==> src/include/vipl_pkg.sv <==
// Constants shared by the vectored interrupt priority logic.
`default_nettype none
package vipl_pkg;

  // ---------------------------------------------------------------
  // Source numbering and widths
  // ---------------------------------------------------------------
  localparam int NUM_SRC = 16;
  localparam int PRIO_W = 4;
  localparam int VEC_W = 16;

  localparam logic [PRIO_W-1:0] SRC_WDT = 4'h0;
  localparam logic [PRIO_W-1:0] SRC_PIN0 = 4'h1;
  localparam logic [PRIO_W-1:0] SRC_PIN1 = 4'h2;
  localparam logic [PRIO_W-1:0] SRC_PIN2 = 4'h3;
  localparam logic [PRIO_W-1:0] SRC_PIN3 = 4'h4;
  localparam logic [PRIO_W-1:0] SRC_SERIAL_A = 4'h5;
  localparam logic [PRIO_W-1:0] SRC_SERIAL_B = 4'h6;
  localparam logic [PRIO_W-1:0] SRC_SERIAL_TX = 4'h7;
  localparam logic [PRIO_W-1:0] SRC_WATCH_INT = 4'h8;
  localparam logic [PRIO_W-1:0] SRC_TIMER_A = 4'h9;
  localparam logic [PRIO_W-1:0] SRC_TIMER_B = 4'hA;
  localparam logic [PRIO_W-1:0] SRC_TIMER_C = 4'hB;
  localparam logic [PRIO_W-1:0] SRC_TIMER_D = 4'hC;
  localparam logic [PRIO_W-1:0] SRC_CONVERTER = 4'hD;
  localparam logic [PRIO_W-1:0] SRC_WATCH_OVF = 4'hE;
  localparam logic [PRIO_W-1:0] SRC_KEY_RETURN = 4'hF;

  // ---------------------------------------------------------------
  // Vector table
  // ---------------------------------------------------------------
  localparam logic [VEC_W-1:0] NMI_VECTOR = 16'h0004;
  localparam logic [VEC_W-1:0] VEC_TABLE [NUM_SRC] = '{
    16'h0004, 16'h0006, 16'h0008, 16'h000A, 16'h000C, 16'h0010, 16'h0012, 16'h0014,
    16'h0016, 16'h0018, 16'h001A, 16'h001C, 16'h001E, 16'h0020, 16'h0022, 16'h0024
  };
  localparam logic [VEC_W-1:0] VEC_HOLE = 16'h000E;
  localparam logic [VEC_W-1:0] VEC_UNUSED_LO = 16'h0026;
  localparam logic [VEC_W-1:0] VEC_UNUSED_HI = 16'h002C;

  // ---------------------------------------------------------------
  // Reset values
  // ---------------------------------------------------------------
  localparam logic [NUM_SRC-1:0] MASK_RESET = 16'hFFFF;
  localparam logic [NUM_SRC-1:0] PEND_RESET = 16'h0000;
  localparam logic ACCEPT_RESET = 1'b0;

endpackage
`default_nettype wire

==> src/hw/vipl_top.sv <==
// Interrupt acceptance, masking, prioritisation and vectoring.
// How it works
// Watchdog non-maskable request is taken regardless of masks or global accept.
// Non-maskable request sits outside the priority scheme and beats all maskables.
// Standby release rises whenever a non-maskable or unmasked maskable request is pending.
// A masked source is never offered to the core.
// Simultaneous maskable requests are served lowest level first, 0 to 15.
// Watchdog overflow is the only non-maskable source, vector 0004H.
// In interval mode watchdog overflow becomes maskable level 0.
// Only one watchdog form is active at a time.
// Pin edge requests 0 to 3 take levels 1 to 4, vectors 0006H-000CH.
// Serial receive done and serial A clocked transfer merge into level 5, 0010H.
// Levels 6 to 14 map to vectors 0012H to 0022H in steps of two.
// Level 11 carries timer C match, or cascaded 16-bit match.
// Key return is level 15, vector 0024H.
// Vectors 000EH and 0026H to 002CH are never issued.
// Sixteen maskable sources plus one non-maskable watchdog source.
// Each maskable source has pending and mask flags; a global accept flag gates maskables.
// Pending flags hold until acknowledged or cleared by software.
// The core fetches its handler from the issued vector on acknowledge.
`timescale 1ns/10ps
`default_nettype none
module vipl_top
  import vipl_pkg::*;
(
  input wire logic CLK_I,
  input wire logic SRST_I,
  input wire logic WDT_INTERVAL_MODE_I,
  input wire logic WATCHDOG_OVERFLOW_IRQ_I,
  input wire logic PIN_EDGE_IRQ_0_I,
  input wire logic PIN_EDGE_IRQ_1_I,
  input wire logic PIN_EDGE_IRQ_2_I,
  input wire logic PIN_EDGE_IRQ_3_I,
  input wire logic SERIAL_RX_DONE_IRQ_I,
  input wire logic SERIAL_A_CLOCKED_XFER_IRQ_I,
  input wire logic SERIAL_B_CLOCKED_XFER_IRQ_I,
  input wire logic SERIAL_TX_DONE_IRQ_I,
  input wire logic WATCH_INTERVAL_IRQ_I,
  input wire logic TIMER_A_MATCH_IRQ_I,
  input wire logic TIMER_B_MATCH_IRQ_I,
  input wire logic TIMER_C_MATCH_IRQ_I,
  input wire logic CONVERTER_DONE_IRQ_I,
  input wire logic WATCH_OVERFLOW_IRQ_I,
  input wire logic KEY_RETURN_IRQ_I,
  input wire logic TIMER_D_MATCH_IRQ_I,
  input wire logic MASK_WR_I,
  input wire logic [NUM_SRC-1:0] MASK_DATA_I,
  input wire logic [NUM_SRC-1:0] PEND_CLR_I,
  input wire logic ACCEPT_SET_I,
  input wire logic ACCEPT_CLR_I,
  input wire logic ACK_I,
  output logic NMI_REQ_O,
  output logic IRQ_REQ_O,
  output logic [VEC_W-1:0] VECTOR_O,
  output logic [PRIO_W-1:0] PRIORITY_O,
  output logic STBY_RELEASE_O,
  output logic [NUM_SRC-1:0] PENDING_O,
  output logic [NUM_SRC-1:0] SOURCE_MASK_FLAG_O,
  output logic GLOBAL_ACCEPT_FLAG_O
);

  // ---------------------------------------------------------------
  // State and next values
  // ---------------------------------------------------------------
  logic [NUM_SRC-1:0] pend_reg;
  logic [NUM_SRC-1:0] pend_next;
  logic [NUM_SRC-1:0] mask_reg;
  logic [NUM_SRC-1:0] mask_next;
  logic accept_reg;
  logic accept_next;
  logic nmi_reg;
  logic nmi_next;
  logic [NUM_SRC-1:0] src_set;
  logic [NUM_SRC-1:0] clr_vec;
  logic [NUM_SRC-1:0] hold_vec;
  logic [NUM_SRC-1:0] offer_vec;
  logic nmi_set;
  logic ack_nmi;
  logic ack_irq;
  logic pick_hit;
  logic [PRIO_W-1:0] pick_idx;

  // ---------------------------------------------------------------
  // Source mapping
  // ---------------------------------------------------------------
  // The watchdog feeds exactly one of the two forms, chosen by its mode.
  assign nmi_set = WATCHDOG_OVERFLOW_IRQ_I & ~WDT_INTERVAL_MODE_I;

  always_comb begin
    src_set = '0;
    src_set[SRC_WDT] = WATCHDOG_OVERFLOW_IRQ_I & WDT_INTERVAL_MODE_I;
    src_set[SRC_PIN0] = PIN_EDGE_IRQ_0_I;
    src_set[SRC_PIN1] = PIN_EDGE_IRQ_1_I;
    src_set[SRC_PIN2] = PIN_EDGE_IRQ_2_I;
    src_set[SRC_PIN3] = PIN_EDGE_IRQ_3_I;
    src_set[SRC_SERIAL_A] = SERIAL_RX_DONE_IRQ_I | SERIAL_A_CLOCKED_XFER_IRQ_I;
    src_set[SRC_SERIAL_B] = SERIAL_B_CLOCKED_XFER_IRQ_I;
    src_set[SRC_SERIAL_TX] = SERIAL_TX_DONE_IRQ_I;
    src_set[SRC_WATCH_INT] = WATCH_INTERVAL_IRQ_I;
    src_set[SRC_TIMER_A] = TIMER_A_MATCH_IRQ_I;
    src_set[SRC_TIMER_B] = TIMER_B_MATCH_IRQ_I;
    // The timer block drives this line for both its 8-bit and cascaded match.
    src_set[SRC_TIMER_C] = TIMER_C_MATCH_IRQ_I;
    src_set[SRC_TIMER_D] = TIMER_D_MATCH_IRQ_I;
    src_set[SRC_CONVERTER] = CONVERTER_DONE_IRQ_I;
    src_set[SRC_WATCH_OVF] = WATCH_OVERFLOW_IRQ_I;
    src_set[SRC_KEY_RETURN] = KEY_RETURN_IRQ_I;
  end

  // ---------------------------------------------------------------
  // Acknowledge and next-state logic
  // ---------------------------------------------------------------
  // An acknowledge applies to what is shown on the outputs this cycle.
  assign ack_nmi = ACK_I & NMI_REQ_O;
  assign ack_irq = ACK_I & IRQ_REQ_O;

  always_comb begin
    clr_vec = PEND_CLR_I;
    if (ack_irq) begin
      clr_vec[PRIORITY_O] = 1'b1;
    end
  end

  assign hold_vec = pend_reg & ~clr_vec;
  // A new event in the clearing cycle survives.
  assign pend_next = hold_vec | src_set;
  assign mask_next = MASK_WR_I ? MASK_DATA_I : mask_reg;
  assign accept_next = ACCEPT_SET_I | (accept_reg & ~ACCEPT_CLR_I & ~ack_irq);
  assign nmi_next = nmi_set | (nmi_reg & ~ack_nmi);
  assign offer_vec = pend_next & ~mask_next & {NUM_SRC{accept_next}};

  vipl_prio_pick u_pick (
    .req_i(offer_vec),
    .hit_o(pick_hit),
    .idx_o(pick_idx)
  );

  // ---------------------------------------------------------------
  // Flag registers
  // ---------------------------------------------------------------
  always_ff @(posedge CLK_I) begin
    if (SRST_I) begin
      pend_reg <= PEND_RESET;
      nmi_reg <= 1'b0;
    end else begin
      pend_reg <= pend_next;
      nmi_reg <= nmi_next;
    end
  end

  always_ff @(posedge CLK_I) begin
    if (SRST_I) begin
      mask_reg <= MASK_RESET;
      accept_reg <= ACCEPT_RESET;
    end else begin
      mask_reg <= mask_next;
      accept_reg <= accept_next;
    end
  end

  // ---------------------------------------------------------------
  // Core-facing outputs
  // ---------------------------------------------------------------
  always_ff @(posedge CLK_I) begin
    if (SRST_I) begin
      NMI_REQ_O <= 1'b0;
      IRQ_REQ_O <= 1'b0;
      VECTOR_O <= 16'h0000;
      PRIORITY_O <= 4'h0;
      STBY_RELEASE_O <= 1'b0;
    end else begin
      NMI_REQ_O <= nmi_next;
      IRQ_REQ_O <= pick_hit & ~nmi_next;
      VECTOR_O <= nmi_next ? NMI_VECTOR : VEC_TABLE[pick_idx];
      PRIORITY_O <= pick_idx;
      STBY_RELEASE_O <= nmi_next | (|(pend_next & ~mask_next));
    end
  end

  assign PENDING_O = pend_reg;
  assign SOURCE_MASK_FLAG_O = mask_reg;
  assign GLOBAL_ACCEPT_FLAG_O = accept_reg;
endmodule // vipl_top
`default_nettype wire

==> src/hw/vipl_prio_pick.sv <==
// Fixed priority picker: lowest set index wins.
`timescale 1ns/10ps
`default_nettype none
module vipl_prio_pick
  import vipl_pkg::*;
(
  input wire logic [NUM_SRC-1:0] req_i,
  output logic hit_o,
  output logic [PRIO_W-1:0] idx_o
);

  always_comb begin
    hit_o = 1'b0;
    idx_o = 4'h0;
    for (int i = NUM_SRC - 1; i >= 0; i--) begin
      if (req_i[i]) begin
        hit_o = 1'b1;
        idx_o = PRIO_W'(i);
      end
    end
  end

endmodule // vipl_prio_pick
`default_nettype wire

==> config.mk <==
export PLATFORM = sky130hd
export DESIGN_NAME = vipl_top
export DESIGN_NICKNAME = d
export VERILOG_FILES = /design/src/include/vipl_pkg.sv /design/src/hw/vipl_top.sv /design/src/hw/vipl_prio_pick.sv
export SDC_FILE = /design/constraint.sdc
export NUM_CORES = 1
export LEC_CHECK = 0
export ABC_AREA = 1
export BUFFER_PORTS_ARGS = -buffer_cell sky130_fd_sc_hd__buf_2
export CAP_MARGIN = 0
export CORE_MARGIN = 2
export CORE_UTILIZATION = 40
export CTS_CLUSTER_SIZE = 25
export DETAILED_ROUTE_END_ITERATION = 7
export GPL_TIMING_DRIVEN = 0
export PLACE_DENSITY = 0.71
export SETUP_SLACK_MARGIN = 0.02
export SLEW_MARGIN = 20
export SYNTH_ARGS = -nofsm -noshare
export SYNTH_HDL_FRONTEND = slang
export SYNTH_HIERARCHICAL = 1
export SYNTH_SLANG_ARGS = --single-unit
export TNS_END_PERCENT = 50
==> constraint.sdc <==
create_clock -name CLK_I -period 7.4 [get_ports CLK_I]
set_input_delay 1.48 -clock CLK_I [delete_from_list [all_inputs] [get_ports CLK_I]]
set_output_delay 1.48 -clock CLK_I [all_outputs]
set_load 0.03 [all_outputs]
# Word level (Yosys, flattened, before mapping)
# Memory sizes are Yosys's and may differ from the RTL's.
# Cells that the tools add are included.
classes:
  order_cmp: 3
  mux: 39
  bitwise_logic: 25
  n_reduce_logical: 3
op_table:
  columns: ["operator", "n"]
  rows:
  - ["two-way mux 16 bit", 4]
  - ["two-way mux 4 bit", 16]
  - ["AND 16 bit", 3]
  - ["NOT 16 bit", 2]
  - ["OR 16 bit", 2]
  - ["two-way mux 1 bit", 17]
  - ["OR reduction 16 bit", 1]
  - ["AND 1 bit", 8]
  - ["greater-or-equal comparator 5 bit, second input constant", 1]
  - ["< comparator 4 x 5 -> 1 bit, second input constant", 1]
  - ["NOT 1 bit", 5]
  - ["NOT 4 -> 5 bit", 1]
  - ["demux 1 bit (select 4 bit)", 1]
  - ["greater-or-equal comparator 4 x 1 -> 1 bit, second input constant", 1]
  - ["OR 1 bit", 4]
  - ["two-way mux 3 bit", 1]
  - ["OR reduction 2 bit", 1]
  - ["logical AND 1 bit", 1]
totals:
  regBits: 56
  rom_bits: 256
  in_bits: 56
  output_inout_bits: 56
  mem_count: 1
memory_table:
  columns: ["memory", "words", "width", "rd", "rd_clocked_by_memory_dff", "write_ports", "line_no", "text"]
  rows:
  - ["(name not given)", 16, 16, 1, 0, 0, "vipl_top.sv:174", "VECTOR_O <= nmi_next ? NMI_VECTOR : VEC_TABLE[pick_idx];"]

# Logic depth before layout (Yosys ltp)
logic_depth:
  depth_word: 32
  depth_mapped: 27

# Cells and area by module
# The synthesis kept the hierarchy.
modules_own_cells:
  columns: ["module", "instances", "cells_per_inst", "area_each_um2"]
  rows:
  - ["vipl_top", 1, 311, 2137.0]
  - ["vipl_prio_pick", 1, 49, 209.0]

# Least setup slack after synthesis
# Ideal clock, no wire load.
synth_path:
  path_type: "in2reg"
  startpoint: "input ACK_I"
  endpoint: "register VECTOR_O[3]"
  setup_ns: 0.126
  arrival_ns: 3.526
  t_required_ns: 7.274
  slack_ns: 3.748
  stages: 23
  path_buffers: 1
  cell_sequence: "nand2_2 > a31oi_2 > clkbuf_1 > nor2_1 > inv_2 > nand2_1 > nand2_1 > nand2_1 > nand2_1 > nand2_1 > nand2_1 > nand2_1 > nand2_1 > nand2_1 > nand2_1 > nand2_1 > a21oi_2 > inv_1 > ha_1 > nor2_1 > inv_1 > o21ai_0 > nor3_1"
synth_rtl:
  columns: ["item", "line_no", "text"]
  rows:
  - ["start: declaration", "vipl_top.sv:51", "input wire logic ACK_I,"]
  - ["AND 1 bit (*)", "vipl_top.sv:115", "assign ack_irq = ACK_I & IRQ_REQ_O;"]
  - ["two-way mux 16 bit", "vipl_top.sv:119", "if (ack_irq) begin"]
  - ["NOT 16 bit", "vipl_top.sv:124", "assign hold_vec = pend_reg & ~clr_vec;"]
  - ["AND 16 bit", "vipl_top.sv:124", null]
  - ["OR 16 bit", "vipl_top.sv:126", "assign pend_next = hold_vec | src_set;"]
  - ["AND 16 bit", "vipl_top.sv:130", "assign offer_vec = pend_next & ~mask_next & {NUM_SRC{accept_next}};"]
  - ["AND 16 bit (*)", "vipl_top.sv:130", null]
  - ["named net offer_vec[12]", "vipl_top.sv:76", "logic [NUM_SRC-1:0] offer_vec;"]
  - ["two-way mux 4 bit (*) (13 in a row)", "vipl_prio_pick.sv:16", "if (req_i[i]) begin"]
  - ["named net pick_idx[0]", "vipl_top.sv:81", "logic [PRIO_W-1:0] pick_idx;"]
  - ["NOT 4 -> 5 bit (implied by the code) (*)", "vipl_top.sv:174", null]
  - ["memory (16 x 16 bit) (*)", null, null]
  - ["two-way mux 16 bit (implied by the code) (*) (2 in a row)", "vipl_top.sv:174", null]
  - ["end signal: assignment", "vipl_top.sv:174", null]
  - ["end: declaration", "vipl_top.sv:54", "output logic [VEC_W-1:0] VECTOR_O,"]
# The timed path passes the listed nets; every way through them passes the cells marked *. The select of a mux whose other input is x is not followed.
# A chain may end at the register's enable or synchronous reset.

# Worst setup path after layout
layout_path:
  startpoint: "input ACK_I"
  endpoint: "register VECTOR_O[2]"
layout_rtl:
  columns: ["item", "line_no"]
  rows:
  - ["AND 1 bit (*)", "vipl_top.sv:115"]
  - ["two-way mux 16 bit", "vipl_top.sv:119"]
  - ["NOT 16 bit", "vipl_top.sv:124"]
  - ["AND 16 bit", "vipl_top.sv:124"]
  - ["OR 16 bit", "vipl_top.sv:126"]
  - ["AND 16 bit", "vipl_top.sv:130"]
  - ["AND 16 bit (*)", "vipl_top.sv:130"]
  - ["named net offer_vec[12]", "vipl_top.sv:76"]
  - ["two-way mux 4 bit (*) (13 in a row)", "vipl_prio_pick.sv:16"]
  - ["named net pick_idx[0]", "vipl_top.sv:81"]
  - ["NOT 4 -> 5 bit (implied by the code) (*)", "vipl_top.sv:174"]
  - ["memory (16 x 16 bit) (*)", null]
  - ["two-way mux 16 bit (implied by the code) (*) (2 in a row)", "vipl_top.sv:174"]
  - ["two-way mux 3 bit (*)", "vipl_top.sv:174"]
# Marks and branches as above.

==> flow_summary.yaml <==
worst_setup_path:
  cp.arrival_ns: 4.15
  crit_path_start_kind: "primary input"
  cp.required_ns: 7.63
  cp-end-kind: "flip-flop"
  cp_max_fo: 10
  worstSetupPathType: "primary input to flip-flop"
route:
  drt-initial-drc-count: 97
  drc: 0
  wirelength_um: 5969
  vias: 2397
  antenna_left: 0
  viasPerCell: 4.374
  wl_per_cell_um: 10.89
  firstDrtPassIters: 4
clock_network:
  cts_root_buf: "clkbuf_8"
  hold_buffers: 0
  cts_resized: 0
  clk_latency_ns: 0.29
  cts.htree.levels: 2
  tritoncts: "yes"
  cts.path.max_buffers: 2
  cts.reportedPaths.clkPinSlew_ns: 0.08
  cts_buffers: 5
  post_cts.repair.setup_buffers: 0
  cts.sinks: 45
timing:
  fin_skew_ns: 0.002171
  fmax_ghz: 0.2545
  hold_viol_final: 0
  period_needed_ns: 3.929
  grt_setup_unrepaired: "no"
  finalSetupTns_ns: 0
  slew_viol_final: 0
  setup_viol_count_final: 0
  hold-worst-slack_ns: 0.4903
  fin_crit_sh: 0.5310
  tightest_slew_ns: 0.5248
  max-slew-margin-rel: 0.6474
synth:
  postSynthAreaPerCell_sq_um: 6.517
  yosysTopAreaCell: "dfxtp_1"
  synth_area_leaders: "dfxtp_1 (38%), nand2_1 (15%), nor2_1 (9.4%), inv_1 (9.1%), mux2i_1 (6.0%)"
  synth_top_area_frac: 0.3840
  ys_ff_latch: 45
  async_flop_share: 0
  yosys_most_used_dff: "dfxtp_1"
  netlist_instances: 360
  ys_types: 27
  syn_area_sq_um: 2346
  synth_edf_count: 0
  yosysSeqAreaShare: 0.3840
  yosys_warnings: 6
grt:
  grt_overflow: 0
  grt_max_degree: 14
  grt_antenna_before_repair: 0
  grt_usage: 0.1875
  grt_pass1_wl_um: 9321
  grt_pass1_vias: 2150
cells_and_area:
  final_core_util: 0.5466
  nFillCells: 557
  drive_above_1_share: 0.2689
  num_antenna_cells: 0
  area_growth_pct: 29.87
  design_area_sq_um: 3047
  nNetsFinal: 533
die:
  fp.coreArea_sq_um: 5574
  fp.dieW_um: 80.59
  die_height_um: 80.59
  initial_core_util: 0.4209
  dieArea_sq_um: 6494
  num_rows: 27
  pin_count: 112
placement:
  gp_congestion: 0.8503
  place_area_sq_um: 2964
  port_buffers: 98
  hpwlAfterDp_um: 4874
run:
  cap_violations: 0
worst_hold_path:
  hold_class: "flip-flop to flip-flop"
pwr:
  power_leakage_nw: 1.708
  vdd_drop_max_mv: 0.09276
  powerDensity_nw_per_um2: 199.9
status:
  status: "finished clean"
## worst max-delay path: stages
cell      delay [ns]
buf_2           0.09
nand2_2         0.09
a31oi_2         0.37
clkbuf_1        0.39
nor2_1          0.16
inv_2           0.10
nand2_1         0.07
nand2_1         0.06
nand2_1         0.04
nand2_1         0.05
nand2_1         0.04
nand2_1         0.05
nand2_1         0.05
nand2_1         0.05
nand2_1         0.05
nand2_1         0.05
nand2_1         0.05
a21oi_2         0.17
inv_1           0.11
ha_1            0.30
a21oi_1         0.13
nor2_1          0.06
a21oi_1         0.14
## kinds of logic after synthesis
family                   share of synthesized area
adder cells (fa/ha/maj)                    0.01066
other                                     0.001598
AO/OA/AOI/OAI                              0.06507
multiplexers                               0.05973
buffers and inverters                       0.1552
AND/OR/NAND/NOR                             0.3237
flip-flops                                  0.3840
## report_power, final
part | total (mW) | switching, mW | internal [mW]
clock | 0.145 | 0.0795 | 0.0655
sequential | 0.272 | 0.0105 | 0.262
combinational | 0.192 | 0.129 | 0.0625
total | 0.609 | 0.219 | 0.390
## cell type report
cell class | instances | area (sq um) | share of cell area
inverter | 64 | 240.2 | 0.07885
multi-input combinational | 243 | 1119 | 0.3671
timing repair buffer | 98 | 490.5 | 0.1610
tap | 72 | 90.09 | 0.02957
clock buffer | 6 | 72.57 | 0.02382
sequential | 45 | 900.9 | 0.2957
clock inverter | 2 | 10.01 | 0.003285
buffer | 18 | 123.9 | 0.04066
## layer usage
layer / GRT usage / vias up / wire (um)
met5: 0 / - / 0
li1: - / 1309 / -
met2: 0.3050 / 86 / 2623
met3: 0.03146 / 4 / 508
met1: 0.2467 / 998 / 2789
met4: 0.07288 / 0 / 47
## flip-flops by register name, indices dropped and copies added (netlist names)
signal / count
STBY_RELEASE_O: 1
PENDING_O: 16
NMI_REQ_O: 1
PRIORITY_O: 4
IRQ_REQ_O: 1
GLOBAL_ACCEPT_FLAG_O: 1
SOURCE_MASK_FLAG_O: 16
VECTOR_O: 5
## through the flow
step,setup WS [ns],std cells,power [mW]
floorplan,3.748,370,0.4139
global placement,3.301,540,0.4660
detailed placement,3.267,540,0.4683
CTS,3.535,548,0.6138
global route,3.127,548,0.6531
finish,3.471,548,0.6091
## worst paths after layout
check                             start  cells past startpoint                     to  slack (ns)
setup / recovery                  ACK_I                     23            VECTOR_O[2]        3.47
hold reg to reg   SOURCE_MASK_FLAG_O[9]                      2  SOURCE_MASK_FLAG_O[9]        0.49
setup reg to reg              IRQ_REQ_O                     22            VECTOR_O[2]        4.40
hold / removal    SOURCE_MASK_FLAG_O[9]                      2  SOURCE_MASK_FLAG_O[9]        0.49
## layout by cell type (no fill, tap or decap), drive strengths merged, types with 8 or more instances in the layout
| cell | count |
|---|---|
| nand2 | 97 |
| buf | 111 |
| nand3 | 20 |
| a21oi | 21 |
| inv | 63 |
| clkbuf | 11 |
| dfxtp | 45 |
| mux2i | 14 |
| conb | 11 |
| nor2 | 60 |
| nor3 | 8 |
## synth_stat cells, types with 2 or more instances
master    instances
inv_2             6
nor3_1            8
o21ai_0           2
mux2i_1          14
buf_4            11
dfxtp_1          45
a21oi_1          20
buf_6             2
nor2_1           59
nand2_1          96
clkbuf_1          5
inv_1            57
nand3_1          20
ha_1              2
Note: power is estimated with default switching activity, not from simulation.
